`src/core/anp_params.svh`:
```
// Purpose: offsets, field positions and reset values of the bank
// Assumes: register index times four gives the byte address
// Notes: definitions only
`ifndef ANP_PARAMS_SVH
`define ANP_PARAMS_SVH

`define ANP_ADDR_W 8
`define ANP_IDX_EXP 6'h06
`define ANP_IDX_LNP 6'h07
`define ANP_IDX_PNP 6'h08
`define ANP_IDX_PRE 6'h14
`define ANP_IDX_ISTS 6'h30
`define ANP_IDX_IEN 6'h31

`define ANP_EXP_PDF 4
`define ANP_EXP_LPNP 3
`define ANP_EXP_NPA 2
`define ANP_EXP_PGR 1
`define ANP_EXP_LPAN 0

`define ANP_NP_TOG 11
`define ANP_LNP_RST 16'h2001
`define ANP_LNP_WR_MASK 16'hb7ff

`define ANP_PRE_100 7
`define ANP_PRE_10 6
`define ANP_PRE_RSV_LOW 6'h01
`define ANP_STRAP_100 3'b100
`define ANP_STRAP_WAIT 2'h2

`define ANP_IRQ_N 2
`define ANP_IRQ_PDF 0
`define ANP_IRQ_PGR 1

`define ANP_DROP_100 4'h2
`define ANP_DROP_10 4'he

`endif

```
`src/core/anp_pkg.sv`:
```
// Purpose: shared types of the next-page register bank
// Assumes: nothing beyond the params header
// Notes: constants live in anp_params.svh
package anp_pkg;
    typedef enum logic [1:0] {
        ANP_RESP_OKAY = 2'b00,
        ANP_RESP_SLVERR = 2'b10
    } anp_resp_t;

    typedef enum logic [1:0] {
        ANP_PF_IDLE = 2'b00,
        ANP_PF_DROP = 2'b01,
        ANP_PF_PASS = 2'b10
    } anp_pf_state_t;
endpackage

```
`src/core/anp_reg_if.sv`:
```
// Purpose: register access strobes between bus slave and register file
// Assumes: single clock
// Notes: hits are decoded by the register side
`timescale 1ns/1ps
`include "anp_params.svh"
interface anp_reg_if;
    logic wr_en;
    logic [`ANP_ADDR_W-1:0] wr_addr;
    logic [31:0] wr_data;
    logic [3:0] wr_strb;
    logic wr_ok;
    logic rd_en;
    logic [`ANP_ADDR_W-1:0] rd_addr;
    logic [31:0] rd_data;
    logic rd_ok;
    modport bus (output wr_en, wr_addr, wr_data, wr_strb, rd_en, rd_addr,
                 input wr_ok, rd_data, rd_ok);
    modport regs (input wr_en, wr_addr, wr_data, wr_strb, rd_en, rd_addr,
                  output wr_ok, rd_data, rd_ok);
endinterface // anp_reg_if

```
`src/core/anp_axil_slave.sv`:
```
// Purpose: AXI4-Lite slave feeding the register strobes
// Assumes: one write and one read outstanding at most
// Notes: unmapped addresses answer SLVERR
`timescale 1ns/1ps
`include "anp_params.svh"
module anp_axil_slave (
    input wire logic aclk,
    input wire logic aresetn,
    input wire logic [`ANP_ADDR_W-1:0] awaddr,
    input wire logic awvalid,
    output logic awready,
    input wire logic [31:0] wdata,
    input wire logic [3:0] wstrb,
    input wire logic wvalid,
    output logic wready,
    output anp_pkg::anp_resp_t bresp,
    output logic bvalid,
    input wire logic bready,
    input wire logic [`ANP_ADDR_W-1:0] araddr,
    input wire logic arvalid,
    output logic arready,
    output logic [31:0] rdata,
    output anp_pkg::anp_resp_t rresp,
    output logic rvalid,
    input wire logic rready,
    anp_reg_if.bus rb
);
    import anp_pkg::*;
    logic aw_got_r;
    logic w_got_r;
    logic rd_pend_r;
    logic [`ANP_ADDR_W-1:0] wa_r;
    logic [`ANP_ADDR_W-1:0] ra_r;
    logic [31:0] wd_r;
    logic [3:0] ws_r;
    wire do_wr = aw_got_r & w_got_r & ~bvalid;

    assign rb.wr_en = do_wr;
    assign rb.wr_addr = wa_r;
    assign rb.wr_data = wd_r;
    assign rb.wr_strb = ws_r;
    assign rb.rd_en = rd_pend_r;
    assign rb.rd_addr = ra_r;

    always_ff @(posedge aclk) begin
        if (!aresetn) begin
            awready <= 1'b1;
            wready <= 1'b1;
            aw_got_r <= 1'b0;
            w_got_r <= 1'b0;
            bvalid <= 1'b0;
            bresp <= ANP_RESP_OKAY;
            wa_r <= '0;
            wd_r <= '0;
            ws_r <= '0;
        end else begin
            if (awvalid && awready) begin
                awready <= 1'b0;
                aw_got_r <= 1'b1;
                wa_r <= awaddr;
            end
            if (wvalid && wready) begin
                wready <= 1'b0;
                w_got_r <= 1'b1;
                wd_r <= wdata;
                ws_r <= wstrb;
            end
            if (do_wr) begin
                aw_got_r <= 1'b0;
                w_got_r <= 1'b0;
                bvalid <= 1'b1;
                bresp <= rb.wr_ok ? ANP_RESP_OKAY : ANP_RESP_SLVERR;
            end
            if (bvalid && bready) begin
                bvalid <= 1'b0;
                awready <= 1'b1;
                wready <= 1'b1;
            end
        end
    end

    always_ff @(posedge aclk) begin
        if (!aresetn) begin
            arready <= 1'b1;
            rd_pend_r <= 1'b0;
            ra_r <= '0;
            rvalid <= 1'b0;
            rdata <= '0;
            rresp <= ANP_RESP_OKAY;
        end else begin
            if (arvalid && arready) begin
                arready <= 1'b0;
                rd_pend_r <= 1'b1;
                ra_r <= araddr;
            end
            if (rd_pend_r) begin
                rd_pend_r <= 1'b0;
                rvalid <= 1'b1;
                rdata <= rb.rd_ok ? rb.rd_data : 32'h0000_0000;
                rresp <= rb.rd_ok ? ANP_RESP_OKAY : ANP_RESP_SLVERR;
            end
            if (rvalid && rready) begin
                rvalid <= 1'b0;
                arready <= 1'b1;
            end
        end
    end
endmodule // anp_axil_slave

```
`src/core/anp_preamble_filter.sv`:
```
// Purpose: drop or keep received preamble nibbles on the MII path
// Assumes: nibble stream on aclk, one nibble per cycle while dv high
// Notes: one cycle of fixed delay in every mode
`timescale 1ns/1ps
`include "anp_params.svh"
module anp_preamble_filter (
    input wire logic aclk,
    input wire logic aresetn,
    input wire logic speed_100,
    input wire logic restore_100,
    input wire logic restore_10,
    input wire logic rx_dv_in,
    input wire logic [3:0] rxd_in,
    output logic rx_dv_out,
    output logic [3:0] rxd_out
);
    import anp_pkg::*;
    anp_pf_state_t state_r;
    logic [3:0] cnt_r;
    wire [3:0] drop = speed_100 ? (restore_100 ? 4'h0 : `ANP_DROP_100)
                                : (restore_10 ? 4'h0 : `ANP_DROP_10);
    wire pass_now = (state_r == ANP_PF_PASS) ||
                    (state_r == ANP_PF_IDLE && drop == 4'h0);

    always_ff @(posedge aclk) begin
        if (!aresetn) begin
            state_r <= ANP_PF_IDLE;
            cnt_r <= 4'h0;
            rx_dv_out <= 1'b0;
            rxd_out <= 4'h0;
        end else begin
            rx_dv_out <= rx_dv_in & pass_now;
            rxd_out <= (rx_dv_in & pass_now) ? rxd_in : 4'h0;
            if (!rx_dv_in) begin
                state_r <= ANP_PF_IDLE;
            end else begin
                case (state_r)
                    ANP_PF_IDLE: begin
                        cnt_r <= drop - 4'h1;
                        state_r <= pass_now ? ANP_PF_PASS : ANP_PF_DROP;
                    end
                    ANP_PF_DROP: begin
                        cnt_r <= cnt_r - 4'h1;
                        if (cnt_r == 4'h1) begin
                            state_r <= ANP_PF_PASS;
                        end
                    end
                    default: state_r <= ANP_PF_PASS;
                endcase
            end
        end
    end
endmodule // anp_preamble_filter

```
`src/core/anp_regs_top.sv`:
```
// Purpose: expansion, next-page and preamble control registers
// Assumes: negotiation and receive logic share aclk; strap pins async
// Notes: registers are word aligned at four times their index
//
// Local design decision: the AXI4-Lite slave port.
`timescale 1ns/1ps
`include "anp_params.svh"
module anp_regs_top (
    input wire logic aclk,
    input wire logic aresetn,
    input wire logic [`ANP_ADDR_W-1:0] s_axi_awaddr,
    input wire logic [2:0] s_axi_awprot,
    input wire logic s_axi_awvalid,
    output logic s_axi_awready,
    input wire logic [31:0] s_axi_wdata,
    input wire logic [3:0] s_axi_wstrb,
    input wire logic s_axi_wvalid,
    output logic s_axi_wready,
    output anp_pkg::anp_resp_t s_axi_bresp,
    output logic s_axi_bvalid,
    input wire logic s_axi_bready,
    input wire logic [`ANP_ADDR_W-1:0] s_axi_araddr,
    input wire logic [2:0] s_axi_arprot,
    input wire logic s_axi_arvalid,
    output logic s_axi_arready,
    output logic [31:0] s_axi_rdata,
    output anp_pkg::anp_resp_t s_axi_rresp,
    output logic s_axi_rvalid,
    input wire logic s_axi_rready,
    input wire logic [2:0] config_strap,
    input wire logic speed_100,
    input wire logic par_det_fault,
    input wire logic lp_next_page_able,
    input wire logic lp_autoneg_able,
    input wire logic page_rx_stb,
    input wire logic [15:0] partner_word,
    input wire logic np_tx_stb,
    input wire logic rx_dv_in,
    input wire logic [3:0] rxd_in,
    output logic [15:0] np_word_out,
    output logic preamble_100_restore,
    output logic preamble_10_restore,
    output logic rx_dv_out,
    output logic [3:0] rxd_out,
    output logic irq
);
    import anp_pkg::*;

    anp_reg_if rb ();

    logic [2:0] strap_s1_r;
    logic [2:0] strap_s2_r;
    logic [1:0] strap_cnt_r;
    logic strap_done_r;
    logic pdf_lh_r;
    logic pgr_lh_r;
    logic [15:0] lnp_r;
    logic [15:0] lnp_nxt;
    logic toggle_r;
    logic [15:0] pnp_r;
    logic pre100_r;
    logic pre10_r;
    logic [`ANP_IRQ_N-1:0] ists_r;
    logic [`ANP_IRQ_N-1:0] ien_r;
    logic [`ANP_IRQ_N-1:0] irq_evt;
    logic [31:0] rd_mux;

    // address decode on the low byte of each channel
    wire wr_exp = rb.wr_addr == {`ANP_IDX_EXP, 2'b00};
    wire wr_lnp = rb.wr_addr == {`ANP_IDX_LNP, 2'b00};
    wire wr_pnp = rb.wr_addr == {`ANP_IDX_PNP, 2'b00};
    wire wr_pre = rb.wr_addr == {`ANP_IDX_PRE, 2'b00};
    wire wr_ists = rb.wr_addr == {`ANP_IDX_ISTS, 2'b00};
    wire wr_ien = rb.wr_addr == {`ANP_IDX_IEN, 2'b00};
    wire rd_exp = rb.rd_addr == {`ANP_IDX_EXP, 2'b00};
    wire rd_lnp = rb.rd_addr == {`ANP_IDX_LNP, 2'b00};
    wire rd_pnp = rb.rd_addr == {`ANP_IDX_PNP, 2'b00};
    wire rd_pre = rb.rd_addr == {`ANP_IDX_PRE, 2'b00};
    wire rd_ists = rb.rd_addr == {`ANP_IDX_ISTS, 2'b00};
    wire rd_ien = rb.rd_addr == {`ANP_IDX_IEN, 2'b00};

    // read-only registers still accept writes; the data is dropped
    assign rb.wr_ok = wr_exp | wr_lnp | wr_pnp | wr_pre | wr_ists | wr_ien;
    assign rb.rd_ok = rd_exp | rd_lnp | rd_pnp | rd_pre | rd_ists | rd_ien;

    wire [15:0] be16 = {{8{rb.wr_strb[1]}}, {8{rb.wr_strb[0]}}};
    wire lnp_we = rb.wr_en & wr_lnp;
    wire pre_we = rb.wr_en & wr_pre & rb.wr_strb[0];
    wire ists_we = rb.wr_en & wr_ists & rb.wr_strb[0];
    wire ien_we = rb.wr_en & wr_ien & rb.wr_strb[0];
    wire exp_rd = rb.rd_en & rd_exp;
    wire [15:0] lnp_m = be16 & `ANP_LNP_WR_MASK;
    wire [`ANP_IRQ_N-1:0] w1c = ists_we ?
        rb.wr_data[`ANP_IRQ_N-1:0] : {`ANP_IRQ_N{1'b0}};

    assign lnp_nxt = lnp_we ? ((lnp_r & ~lnp_m) | (rb.wr_data[15:0] & lnp_m))
                            : lnp_r;

    wire [15:0] lnp_view = {lnp_r[15:12], toggle_r, lnp_r[10:0]};

    wire [15:0] exp_view = {11'h000, pdf_lh_r, lp_next_page_able, 1'b1,
                            pgr_lh_r, lp_autoneg_able};

    wire [15:0] pre_view = {8'h00, pre100_r, pre10_r, `ANP_PRE_RSV_LOW};

    always_comb begin
        rd_mux = 32'h0000_0000;
        if (rd_exp) begin
            rd_mux = {16'h0000, exp_view};
        end else if (rd_lnp) begin
            rd_mux = {16'h0000, lnp_view};
        end else if (rd_pnp) begin
            rd_mux = {16'h0000, pnp_r};
        end else if (rd_pre) begin
            rd_mux = {16'h0000, pre_view};
        end else if (rd_ists) begin
            rd_mux = {{(32-`ANP_IRQ_N){1'b0}}, ists_r};
        end else if (rd_ien) begin
            rd_mux = {{(32-`ANP_IRQ_N){1'b0}}, ien_r};
        end
    end
    assign rb.rd_data = rd_mux;

    anp_axil_slave u_axil (
        .aclk(aclk),
        .aresetn(aresetn),
        .awaddr(s_axi_awaddr),
        .awvalid(s_axi_awvalid),
        .awready(s_axi_awready),
        .wdata(s_axi_wdata),
        .wstrb(s_axi_wstrb),
        .wvalid(s_axi_wvalid),
        .wready(s_axi_wready),
        .bresp(s_axi_bresp),
        .bvalid(s_axi_bvalid),
        .bready(s_axi_bready),
        .araddr(s_axi_araddr),
        .arvalid(s_axi_arvalid),
        .arready(s_axi_arready),
        .rdata(s_axi_rdata),
        .rresp(s_axi_rresp),
        .rvalid(s_axi_rvalid),
        .rready(s_axi_rready),
        .rb(rb)
    );

    // strap pins are asynchronous; first stage feeds only the second
    always_ff @(posedge aclk) begin
        if (!aresetn) begin
            strap_s1_r <= 3'b000;
            strap_s2_r <= 3'b000;
        end else begin
            strap_s1_r <= config_strap;
            strap_s2_r <= strap_s1_r;
        end
    end

    always_ff @(posedge aclk) begin
        if (!aresetn) begin
            strap_cnt_r <= 2'h0;
            strap_done_r <= 1'b0;
        end else if (!strap_done_r) begin
            strap_cnt_r <= strap_cnt_r + 2'h1;
            strap_done_r <= strap_cnt_r == `ANP_STRAP_WAIT;
        end
    end

    // latched bits: a new event beats the clear of the same read
    always_ff @(posedge aclk) begin
        if (!aresetn) begin
            pdf_lh_r <= 1'b0;
            pgr_lh_r <= 1'b0;
        end else begin
            pdf_lh_r <= par_det_fault | (pdf_lh_r & ~exp_rd);
            pgr_lh_r <= page_rx_stb | (pgr_lh_r & ~exp_rd);
        end
    end

    always_ff @(posedge aclk) begin
        if (!aresetn) begin
            lnp_r <= `ANP_LNP_RST;
            toggle_r <= 1'b0;
        end else begin
            lnp_r <= lnp_nxt;
            if (np_tx_stb) begin
                toggle_r <= ~toggle_r;
            end
        end
    end

    always_ff @(posedge aclk) begin
        if (!aresetn) begin
            pnp_r <= 16'h0000;
        end else if (page_rx_stb) begin
            pnp_r <= partner_word;
        end
    end

    always_ff @(posedge aclk) begin
        if (!aresetn) begin
            pre100_r <= 1'b0;
            pre10_r <= 1'b0;
        end else begin
            if (pre_we) begin
                pre100_r <= rb.wr_data[`ANP_PRE_100];
                pre10_r <= rb.wr_data[`ANP_PRE_10];
            end else if (!strap_done_r && strap_cnt_r == `ANP_STRAP_WAIT) begin
                pre100_r <= strap_s2_r == `ANP_STRAP_100;
            end
        end
    end

    assign irq_evt[`ANP_IRQ_PDF] = par_det_fault;
    assign irq_evt[`ANP_IRQ_PGR] = page_rx_stb;

    genvar gi;
    generate
        for (gi = 0; gi < `ANP_IRQ_N; gi = gi + 1) begin : g_ists
            always_ff @(posedge aclk) begin
                if (!aresetn) begin
                    ists_r[gi] <= 1'b0;
                end else begin
                    ists_r[gi] <= irq_evt[gi] | (ists_r[gi] & ~w1c[gi]);
                end
            end
        end
    endgenerate

    always_ff @(posedge aclk) begin
        if (!aresetn) begin
            ien_r <= {`ANP_IRQ_N{1'b0}};
            irq <= 1'b0;
        end else begin
            if (ien_we) begin
                ien_r <= rb.wr_data[`ANP_IRQ_N-1:0];
            end
            irq <= |(ists_r & ien_r);
        end
    end

    always_ff @(posedge aclk) begin
        if (!aresetn) begin
            np_word_out <= `ANP_LNP_RST;
            preamble_100_restore <= 1'b0;
            preamble_10_restore <= 1'b0;
        end else begin
            np_word_out <= lnp_view;
            preamble_100_restore <= pre100_r;
            preamble_10_restore <= pre10_r;
        end
    end

    anp_preamble_filter u_pre (
        .aclk(aclk),
        .aresetn(aresetn),
        .speed_100(speed_100),
        .restore_100(pre100_r),
        .restore_10(pre10_r),
        .rx_dv_in(rx_dv_in),
        .rxd_in(rxd_in),
        .rx_dv_out(rx_dv_out),
        .rxd_out(rxd_out)
    );
endmodule // anp_regs_top

```
`config.mk`:
```
export PLATFORM = sky130hd
export DESIGN_NAME = anp_regs_top
export DESIGN_NICKNAME = d
export VERILOG_FILES = /design/src/core/anp_pkg.sv /design/src/core/anp_reg_if.sv /design/src/core/anp_axil_slave.sv /design/src/core/anp_preamble_filter.sv /design/src/core/anp_regs_top.sv
export VERILOG_INCLUDE_DIRS = /design/src /design/src/core
export SDC_FILE = /design/constraint.sdc
export NUM_CORES = 1
export LEC_CHECK = 0
export ABC_AREA = 1
export BUFFER_PORTS_ARGS = -buffer_cell sky130_fd_sc_hd__buf_2
export CAP_MARGIN = 20
export CORE_MARGIN = 10
export CORE_UTILIZATION = 35
export DETAILED_ROUTE_END_ITERATION = 12
export MAX_ROUTING_LAYER = met4
export PLACE_DENSITY_LB_ADDON = 0.12
export SYNTH_ARGS = -nofsm -noshare
export SYNTH_HDL_FRONTEND = slang
export SYNTH_SLANG_ARGS = --single-unit
```
`constraint.sdc`:
```
create_clock -name aclk -period 1.6 [get_ports aclk]
set_clock_uncertainty 0.2 [all_clocks]
set_input_delay 0.16 -clock aclk [delete_from_list [all_inputs] [get_ports aclk]]
set_output_delay 0.16 -clock aclk [all_outputs]
set_load 0.02 [all_outputs]
```
# Yosys cells after proc, flatten, opt, wreduce, memory -nomap -nowiden
# Index checks and enable logic that the tools add are counted.
# totals
regBits	158
input_bits	95
out_inout_bits	65
elab_cells	140
# classes
n_addsub	3
n_eq_ne	18
n_mux	21
n_bitwise	40
n_reduce_logical	21
# op_table
op	n
2-to-1 mux 32 bit	2
bitwise AND 16 bit	2
== test 8 x 5 -> 1 bit, second input constant	4
== test 8 bit, second input constant	4
2-to-1 mux 16 bit	2
== test 8 x 6 -> 1 bit, second input constant	2
== test 8 x 7 -> 1 bit, second input constant	2
2-to-1 mux 2 bit	8
NOT 16 bit	1
OR 16 bit	1
bitwise AND 1 bit	15
OR 1 bit	14
OR reduction 2 bit	5
2-to-1 mux 4 bit	2
2-to-1 mux 8 bit	1
one-hot mux 4 bit (2 select lines)	1
subtractor 4 x 1 -> 4 bit, second input constant	2
logical AND 1 bit	7
NOT 1 bit	6
AND reduction 2 bit	3
== test 2 bit, second input constant	2
== test 4 x 1 -> 1 bit, second input constant	1
logical NOT 4 bit	1
2-to-1 mux 1 bit	4
other kinds (10)	11

# Longest topological paths before layout
# Gate-level depths: netlist of the first run.
# logic_depth
word_depth	8
depth_mapped	10
ltp_nobuf	10

# By module
# A second synthesis of the first run with hierarchy kept.
# unflattened
hier_cells	899
hier_area_um2	6806.5
# modules_own_cells
mod	n_inst	cells_per_inst	area_each_um2
anp_axil_slave	1	408	3405.8
anp_regs_top	1	420	2884.0
anp_preamble_filter	1	71	516.7

# Worst setup path after synthesis of the first run
# No wires, ideal clock.
# synth_path
kind	register to register
start	register u_axil.bvalid
end	register with a tool-made name
setup_ns	0.116
arrival_time_ns	1.175
required_time_ns	1.284
path_slack_ns	0.109
path_stages_with_launch	8
n_path_buf	0
synth_period_minus_slack_ns	1.491
cell_sequence	dfxtp_1 -> inv_1 -> nand3_1 -> nor2_2 -> nand2_2 -> clkinv_2 -> o21ai_0 -> nor2_1
# synth_lines
item	line	text
start: declaration	anp_axil_slave.sv:17	output logic bvalid,
start signal: assignment	anp_axil_slave.sv:51	bvalid <= 1'b0;
start signal: assignment	anp_axil_slave.sv:71	bvalid <= 1'b1;
start signal: assignment	anp_axil_slave.sv:75	bvalid <= 1'b0;

==> run_results.csv, run 1 <==
group,metric,value,unit
grt,grt_use_total,14.8,%
logic_synthesis,synth_edf_count,0,
logic_synthesis,ys_seq_area_share,50.6,%
timing,finalSetupViolCount,0,
critical_path,crit_path_start_kind,"register",
critical_path,crit_chain,"inv_2 -> nand2_4 -> nor2_4 -> nand3_4 -> nor2_4 -> buf_6 -> nand2_2 -> nand2_1 -> o211ai_1",
logic_synthesis,synth.mux.area_fraction,0,%
logic_synthesis,synthArstFlopShare,0,%
route,drc,0,
status,run_status,"finished clean",
grt,grt_first_pass_wirelength,23.6,mm
critical_path,cp_max_fo,5,
clocking,cts.sinks,135,
clocking,cts-htree-levels,4,
timing,rsz0062_at_grt,"yes",
critical_path,rrSetupSlack,50,ps
critical_path,path_class,"reg -> reg",
clocking,worstSkewPairLatency,420,ps
pwr,leakagePower,3.62,nW
timing,fin_crit_sh,97.1,%
critical_path,slowest_delay,320,ps
clocking,cts_tree,"yes",
floorplan,placementRows,45,
route,via_count,5037,
route,drt-total-wl,14.6,mm
critical_path,worst-endpoint-arrival,1640,ps
logic_synthesis,synth-xor-area-share,0.328,%
critical_path,critical_path.endpoint_type,"register",
floorplan,io-pin-count,160,
critical_path,r2r-start,"u_axil.rb.wr_addr[5]$_SDFFE_PN0P_",
route,via_per_inst,4.55,
placement,post-place-ws,-17.5,ps
placement,gp_congestion,0.814,
route,drt_iter0_drc,266,
timing,clock.fmax,0.644,GHz
floorplan,core,15100,µm²
layout,register_area,2720,µm²
placement,dp_hpwl,10.3,mm
critical_path,critPathLaunch,"u_axil.rb.wr_addr[5]$_SDFFE_PN0P_",
critical_path,slowest_stage,"dfxtp_2",
grt,grt_pass1_vias,4855,
flow_run,cap_violations,0,
worst_hold_path,worstHoldPathType,"in -> reg",
critical_path,critical_path_required,1690,ps
route,wl_per_cell,13.2,µm
logic_synthesis,syn_inst,701,
grt,grt_overflow,0,
floorplan,die_h,143,µm
route,ant_nets,0,
layout,antennaDiodeCount,0,
logic_synthesis,synth_area_per_cell,7.61,µm²
logic_synthesis,synthAdderAreaFrac,0.938,%
clocking,root_buffer,"clkbuf_16",
logic_synthesis,yosys_warnings,0,
logic_synthesis,synth_top_family_by_area,"simple AND/OR/NAND/NOR gates",
timing,fin_tns_setup,0,ps
layout,drive_above_1_share,25.7,%
pwr,powerDensity,1110,nW/µm²
grt,antenna_found_initial,0,
floorplan,dieArea,20600,µm²
pwr,ir_drop,824,µV
clocking,clock_path_buffers,2,
critical_path,cp_top_family,"simple AND/OR/NAND/NOR gates",
timing,final.setup.worst_slack,46.6,ps
layout,nets,1005,
logic_synthesis,synthFlopType,"dfxtp_1",
critical_path,crit_path_frequent_cell,"nor2_4",
clocking,clk_pin_slew,60,ps
logic_synthesis,synthDistinctLibCells,38,
logic_synthesis,synth.cell_area,5340,µm²
layout,nFillCells,1447,
worst_hold_path,min_from,"speed_100",
critical_path,path_depth,9,
timing,fin_crit,1550,ps
logic_synthesis,synth-seq-cells,135,
placement,io_buffers,114,
critical_path,reg2regPathDepth,9,
logic_synthesis,synth_simple_gate_area_share,22.3,%
clocking,cts-buffers-inserted,17,
grt,grt_max_degree,70,
critical_path,path_buf_inv,2,
logic_synthesis,synth_compound_area_share,15.2,%
layout,syn_to_final_growth,45.5,%
layout,multi_input_area,2330,µm²
floorplan,initial_core_util,35.4,%
timing,slew_viol_final,0,
timing,hold_viol,0,
floorplan,die_w,143,µm
route,dr.pass1.iters,5,
==> cell type report <==
cell class,count,area share (%)
tap,188,3.03
clock inverter,11,1.56
sequential,135,35.0
clock buffer,21,6.19
timing repair buffer,211,20.3
inverter,79,3.95
multi-input combinational,462,30.0
==> power breakdown <==
part / switching, mW / internal, mW / total, mW / leakage [nW]
Clock: 1.45 / 2.45 / 3.90 / 0.295
Sequential: 0.124 / 3.56 / 3.68 / 1.11
Combinational: 0.565 / 0.442 / 1.01 / 2.22
==> cell families (layout without fill, tap and decap cells) <==
group,Yosys count,after routing
fa+ha+maj,4,4
flops,135,135
other cells,1,19
xor+xnor,2,2
simple gates,285,286
buf+inv,123,322
compound gates,151,151
==> synthesized netlist by cell type, types with 5 or more instances <==
cell type  count  area share [%]
or2_2          5            0.59
nor2_2         6            0.70
a21oi_1       62             5.8
buf_4         19             2.7
nand3_1       22             2.1
nor2_1       106             7.5
nand2_1      128             9.0
o21ai_2        7             1.1
inv_1         75             5.3
dfxtp_1      135              51
clkbuf_1      19             1.3
o21ai_0       73             6.8
==> tightest hold or removal path, stage by stage <==
cell and delay, ps:
buf_2 90, inv_1 40, o21ai_2 150, nand2_1 70
inv_1 60, nor3_2 40
==> layout by cell type, fill, tap and decap left out, types with 10 or more instances in the layout <==
cell / instances
nand2_1: 126
dfxtp_1: 126
buf_2: 114
nor2_1: 96
dlygate4sd3_1: 77
inv_1: 72
o21ai_0: 65
a21oi_1: 59
conb_1: 19
clkbuf_16: 18
nand3_1: 14
buf_4: 12
nor2_4: 10
==> metal layers <==
metal  routed length, µm  GRT usage [%]
met1                6920           18.3
met2                6760           22.5
met3                 749           3.70
met4                 216           6.18
met5                   0              -
==> worst min path at each step <==
stage | to | slack (ps) | cells past startpoint
2_1_floorplan | strap_s1_r[0]$_SDFF_PN0_ | 60 | 2
3_3_place_gp | strap_s1_r[0]$_SDFF_PN0_ | 140 | 3
3_5_place_dp | strap_s1_r[1]$_SDFF_PN0_ | 150 | 3
4_1_cts | u_pre.rx_dv_out$_SDFF_PN0_ | 30 | 6
5_1_grt | register | 40 | 3
6_report | u_pre.rx_dv_out$_SDFF_PN0_ | 40 | 6
==> per-stage QoR <==
step	instance area [µm²]	power, mW	utilization, %	cells	hold slack (ps)
6_report	7770	8.59	51.5	1107	37.2
5_1_grt	7770	8.99	51.5	1107	44.7
4_1_cts	7510	8.61	49.8	1101	26.8
3_5_place_dp	6130	4.53	40.6	992	147
3_3_place_gp	6130	4.51	40.6	992	142
2_1_floorplan	5410	4.29	-	719	57.6
==> repair_timing <==
item,4_1_cts,5_1_grt
pin swaps,0,18
endpoints found under the setup margin,6,34
resized for setup,1,64
hold buffers,77,0
hold endpoints to repair,74,0
setup buffers,0,4
gates cloned,0,2
(Power assumes the default switching activity.)
==> run 2, diff against run 1 <==
- RECOVER_POWER: not set -> 50
==> run 2 against run 1 <==
Compared with the run above: cell area is 0.71% lower; hold slack worse by 5.9 ps; utilization down 0.36 points; sequential share of layout area rose by 0.25 points; sequential power is essentially flat; sequential cell count is the same; via count about the same; first-iteration DRC count grew 1.9%; maximum frequency shrank 0.11%; critical path type unchanged; highest routed layer unchanged.
==> run_results.csv, run 2 (synthesis results as in run 1) <==
group,metric,value,unit
placement,io_buffers,114,
clocking,cts.sinks,135,
critical_path,crit_path_start_kind,"register",
flow_run,cap_violations,0,
timing,whs,31.3,ps
grt,grt_pass1_vias,4855,
layout,final_core_util,51.1,%
critical_path,critical_path_required,1690,ps
placement,dpl_cell_area,6130,µm²
layout,syn_to_final_growth,44.5,%
timing,fin_crit,1560,ps
clocking,cts-htree-levels,4,
timing,final.setup.worst_slack,45.0,ps
placement,dp_hpwl,10.3,mm
pwr,p_clk_share,45.4,%
critical_path,rrSetupSlack,40,ps
pwr,powerDensity,1110,nW/µm²
critical_path,crit_path_frequent_cell,"nor2_4",
worst_hold_path,min_path_cells,4,
layout,final_cells,1107,
critical_path,r2r-start,"u_axil.rb.wr_addr[5]$_SDFFE_PN0P_",
pwr,ir_drop,828,µV
critical_path,crit_chain,"inv_2 -> nand2_4 -> nor2_4 -> nand3_4 -> nor2_4 -> buf_6 -> nand2_2 -> nand2_1 -> o211ai_1",
pwr,netSwitchingFraction,24.9,%
pwr,leakagePower,3.46,nW
timing,hold_viol,0,
timing,slew_viol_final,0,
floorplan,die_h,143,µm
pwr,p_int,6.45,mW
worst_hold_path,min_from,"aresetn",
clocking,worstSkewPairLatency,420,ps
clocking,root_buffer,"clkbuf_16",
timing,finalSetupViolCount,0,
placement,post-place-ws,-17.5,ps
clocking,clk_pin_slew,60,ps
status,run_status,"finished clean",
floorplan,initial_core_util,35.4,%
critical_path,path_class,"reg -> reg",
route,drc,0,
layout,layout_common_cells,"nand2_1, dfxtp_1, nor2_1, dlygate4sd3_1, buf_2",
route,via_per_inst,4.55,
critical_path,reg2regPathDepth,9,
grt,grt_max_degree,70,
floorplan,die_w,143,µm
floorplan,dieArea,20600,µm²
floorplan,io-pin-count,160,
critical_path,cp_max_fo,5,
route,dr.pass1.iters,4,
critical_path,critical_path.endpoint_type,"register",
route,ant_nets,0,
layout,nFillCells,1464,
pwr,p_switching,2.14,mW
timing,rsz0062_at_grt,"yes",
floorplan,placementRows,45,
placement,dp_cells,992,
layout,drive_above_1_share,21.3,%
timing,fin_crit_sh,97.2,%
grt,grt_first_pass_wirelength,23.6,mm
route,drt_iter0_drc,271,
clocking,clock_path_buffers,2,
floorplan,core,15100,µm²
worst_hold_path,holdPathEnd,"strap_s2_r[0]$_SDFF_PN0_",
timing,clock.fmax,0.643,GHz
placement,gp_congestion,0.814,
grt,grt_overflow,0,
grt,antenna_found_initial,0,
clocking,cts-buffers-inserted,17,
route,wl_per_cell,13.3,µm
pwr,combinationalPowerShare,11.7,%
pwr,power_frac_seq,42.9,%
layout,nets,1005,
clocking,cts_tree,"yes",
worst_hold_path,worstHoldPathType,"in -> reg",
critical_path,worst-endpoint-arrival,1650,ps
critical_path,slowest_delay,320,ps
route,drt-total-wl,14.7,mm
grt,grt_use_total,14.8,%
critical_path,slowest_stage,"dfxtp_2",
layout,antennaDiodeCount,0,
layout,design_area,7710,µm²
route,via_count,5032,
run 2: cell types whose count changed in the layout (fill, tap and decap cells not counted):
cell and delta:
clkbuf_2 +1, buf_4 -2, clkbuf_1 +40, buf_2 -39
run 2: critical path: cells and delay by family (launching register included):
kind            cells  cell delay [ps]
simple gates        6              630
flops               1              320
buf+inv             2              200
compound gates      1               70
run 2: metrics by stage:
stage / power, mW / setup TNS (ps)
global route: 8.98 / -376
detailed placement: 4.53 / -18.7
floorplan: 4.29 / 0
global placement: 4.51 / 0
finish: 8.59 / 0
CTS: 8.61 / -27.5
run 2: how the worst max path moves through the flow:
stage / startpoint / endpoint / slack [ps] / depth (start not counted)
5_1_grt: u_axil.rb.wr_addr[5]$_SDFFE_PN0P_ / register / -60 / 9
4_1_cts: u_axil.rb.wr_addr[5]$_SDFFE_PN0P_ / register / -10 / 9
2_1_floorplan: u_axil.bvalid$_SDFFE_PP0N_ / register / 110 / 7
3_3_place_gp: u_axil.rb.wr_addr[0]$_SDFFE_PN0P_ / register / 30 / 6
3_5_place_dp: u_axil.rb.wr_addr[5]$_SDFFE_PN0P_ / register / -20 / 8
6_report: u_axil.rb.wr_addr[5]$_SDFFE_PN0P_ / register / 40 / 9
run 2: layout make-up:
cell class	instances	area (µm²)	share of cell area [%]
clock buffer	21	480	6.23
tap	188	235	3.05
sequential	135	2720	35.2
timing repair buffer	211	1520	19.8
inverter	79	307	3.97
clock inverter	11	121	1.57
multi-input combinational	462	2330	30.2
run 2: per-layer routing:
metal,up-vias,share of wire (%),track usage (%)
met3,16,5.1,3.70
li1,2618,-,-
met4,0,1.5,6.18
met5,-,0,-
met2,134,46,22.5
met1,2264,48,18.3
run 2: power by group through the flow:
stage | Combinational, mW | Sequential, mW | Clock, mW
finish | 1.00 | 3.68 | 3.90
global route | 1.13 | 3.71 | 4.14
CTS | 0.943 | 3.67 | 3.99
detailed placement | 0.790 | 3.74 | 0
global placement | 0.773 | 3.73 | 0
floorplan | 0.545 | 3.74 | 0
run 2: timing repair:
item | 4_1_cts | 5_1_grt
setup buffers | 0 | 4
hold endpoints to repair | 74 | 0
setup endpoints to repair | 6 | 34
pin swaps | 0 | 18
cloned | 0 | 2
gates resized for setup | 1 | 64
hold buffers | 77 | 0
==> run 3, diff against run 2 <==
--- a/constraint.sdc
+++ b/constraint.sdc
@@ -3,3 +3,3 @@
 set_input_delay 0.16 -clock aclk [delete_from_list [all_inputs] [get_ports aclk]]
 set_output_delay 0.16 -clock aclk [all_outputs]
-set_load 0.02 [all_outputs]
+set_load 0.005 [all_outputs]
==> run 3 against run 2 <==
Compared with the run above: critical path depth is the same; power shrank 0.62%; non-clock buffer count is the same; via count shrank 0.20%; highest routed layer unchanged.
==> run_results.csv, run 3 (synthesis results as in run 1) <==
group,metric,value,unit
critical_path,slowest_delay,320,ps
critical_path,crit_path_frequent_cell,"nor2_4",
clocking,root_buffer,"clkbuf_16",
timing,fin_crit,1550,ps
critical_path,cp_top_family,"simple AND/OR/NAND/NOR gates",
route,ant_nets,0,
placement,io_buffers,114,
floorplan,die_w,143,µm
layout,final_core_util,51.1,%
clocking,clock_path_buffers,2,
timing,fin_crit_sh,97.1,%
grt,grt_overflow,0,
floorplan,placementRows,45,
critical_path,slowest_stage,"dfxtp_2",
floorplan,core,15100,µm²
pwr,p_clk_share,45.8,%
placement,dp_hpwl,10.3,mm
worst_hold_path,holdPathEnd,"strap_s2_r[0]$_SDFF_PN0_",
layout,nets,1005,
layout,layout_common_cells,"nand2_1, dfxtp_1, nor2_1, dlygate4sd3_1, buf_2",
worst_hold_path,min_path_cells,4,
placement,dpl_cell_area,6130,µm²
timing,rsz0062_at_grt,"yes",
timing,finalSetupViolCount,0,
timing,fin_tns_setup,0,ps
layout,drive_above_1_share,21.2,%
critical_path,critical_path_required,1690,ps
floorplan,io-pin-count,160,
route,wl_per_cell,13.2,µm
route,dr.pass1.iters,4,
route,drt-met1-wl,6.94,mm
route,via_per_inst,4.54,
pwr,p_switching,2.09,mW
layout,design_area,7710,µm²
clocking,worstSkewPairLatency,420,ps
route,highest_layer,"met4",
timing,slew_viol_final,0,
timing,hold_viol,0,
floorplan,die_h,143,µm
worst_hold_path,min_from,"aresetn",
critical_path,path_buf_inv,2,
layout,syn_to_final_growth,44.5,%
route,dr_wl_met3,755,µm
floorplan,dieArea,20600,µm²
critical_path,crit_path_start_kind,"register",
critical_path,reg2regPathDepth,9,
clocking,cts-htree-levels,4,
floorplan,initial_core_util,35.4,%
pwr,combinationalPowerShare,11.1,%
clocking,cts_tree,"yes",
critical_path,cp_max_fo,5,
layout,antennaDiodeCount,0,
pwr,power_frac_seq,43.2,%
critical_path,critical_path.endpoint_type,"register",
status,run_status,"finished clean",
timing,whs,31.2,ps
critical_path,path_class,"reg -> reg",
grt,grt_max_degree,70,
grt,grt_pass1_vias,4855,
grt,antenna_found_initial,0,
critical_path,r2r-start,"u_axil.rb.wr_addr[5]$_SDFFE_PN0P_",
pwr,p_int,6.45,mW
critical_path,worst-endpoint-arrival,1640,ps
grt,grt_use_total,14.8,%
route,drc,0,
flow_run,cap_violations,0,
clocking,clk_pin_slew,60,ps
worst_hold_path,worstHoldPathType,"in -> reg",
route,met2_length,6.74,mm
clocking,cts-buffers-inserted,17,
critical_path,rrSetupSlack,50,ps
pwr,leakagePower,3.45,nW
route,drt_iter0_drc,262,
pwr,powerDensity,1110,nW/µm²
clocking,cts.sinks,135,
critical_path,crit_chain,"inv_2 -> nand2_4 -> nor2_4 -> nand3_4 -> nor2_4 -> buf_6 -> nand2_2 -> nand2_1 -> o211ai_1",
placement,gp_congestion,0.814,
pwr,power.total,8.54,mW
route,via_count,5022,
grt,grt_first_pass_wirelength,23.6,mm
pwr,netSwitchingFraction,24.4,%
timing,clock.fmax,0.644,GHz
route,drt-total-wl,14.7,mm
pwr,ir_drop,829,µV
## run 3: power by group through the flow
stage          combinational [mW]  sequential, mW  clock, mW
6_report                    0.944            3.68       3.91
3_5_place_dp                0.733            3.74          0
5_1_grt                      1.07            3.71       4.14
3_3_place_gp                0.716            3.73          0
4_1_cts                     0.886            3.67       3.99
2_1_floorplan               0.514            3.71          0
## run 3: metrics by stage
step,setup WS [ps],cells
5_1_grt,-55.4,1107
6_report,47.1,1107
2_1_floorplan,143,719
3_5_place_dp,-17.5,992
4_1_cts,-12.5,1101
3_3_place_gp,29.3,992
## run 3: worst max-delay path by stage
| stage | cells after the start | end | start | slack (ps) |
|---|---|---|---|---|
| after floorplan | 5 | u_pre.cnt_r[2]$_SDFFE_PN0P_ | pre10_r$_SDFFE_PN0P_ | 140 |
| after global placement | 6 | register | u_axil.rb.wr_addr[0]$_SDFFE_PN0P_ | 30 |
| after detailed placement | 8 | register | u_axil.rb.wr_addr[5]$_SDFFE_PN0P_ | -20 |
| after CTS | 9 | register | u_axil.rb.wr_addr[5]$_SDFFE_PN0P_ | -10 |
| after global routing | 9 | register | u_axil.rb.wr_addr[5]$_SDFFE_PN0P_ | -60 |
| final | 9 | register | u_axil.rb.wr_addr[5]$_SDFFE_PN0P_ | 50 |
## run 3: final cells by class
cell class	instances	area [µm²]
tap	188	235
inverter	79	307
sequential	135	2720
clock inverter	11	121
fill	1465	7380
timing repair buffer	211	1520
multi-input combinational	462	2330
clock buffer	21	480
## run 3: layer usage
metal | GRT usage [%] | up-vias
li1 | - | 2616
met2 | 22.5 | 131
met4 | 6.18 | 0
met1 | 18.3 | 2259
met5 | - | -
met3 | 3.70 | 16
## run 3: repair_timing
action	in CTS	in global routing
gates resized for setup	1	64
setup buffers	0	4
pin swaps	0	18
gates cloned	0	2
endpoints found under the setup margin	6	34
hold buffers	77	0
endpoints found under the hold margin	74	0
## run 3: worst register-to-register path: cells and delay by family, from the launching register on
kind / cells / cell delay [ps]
buf+inv: 2 / 200
compound gates: 1 / 70
flops: 1 / 320
simple gates: 6 / 630
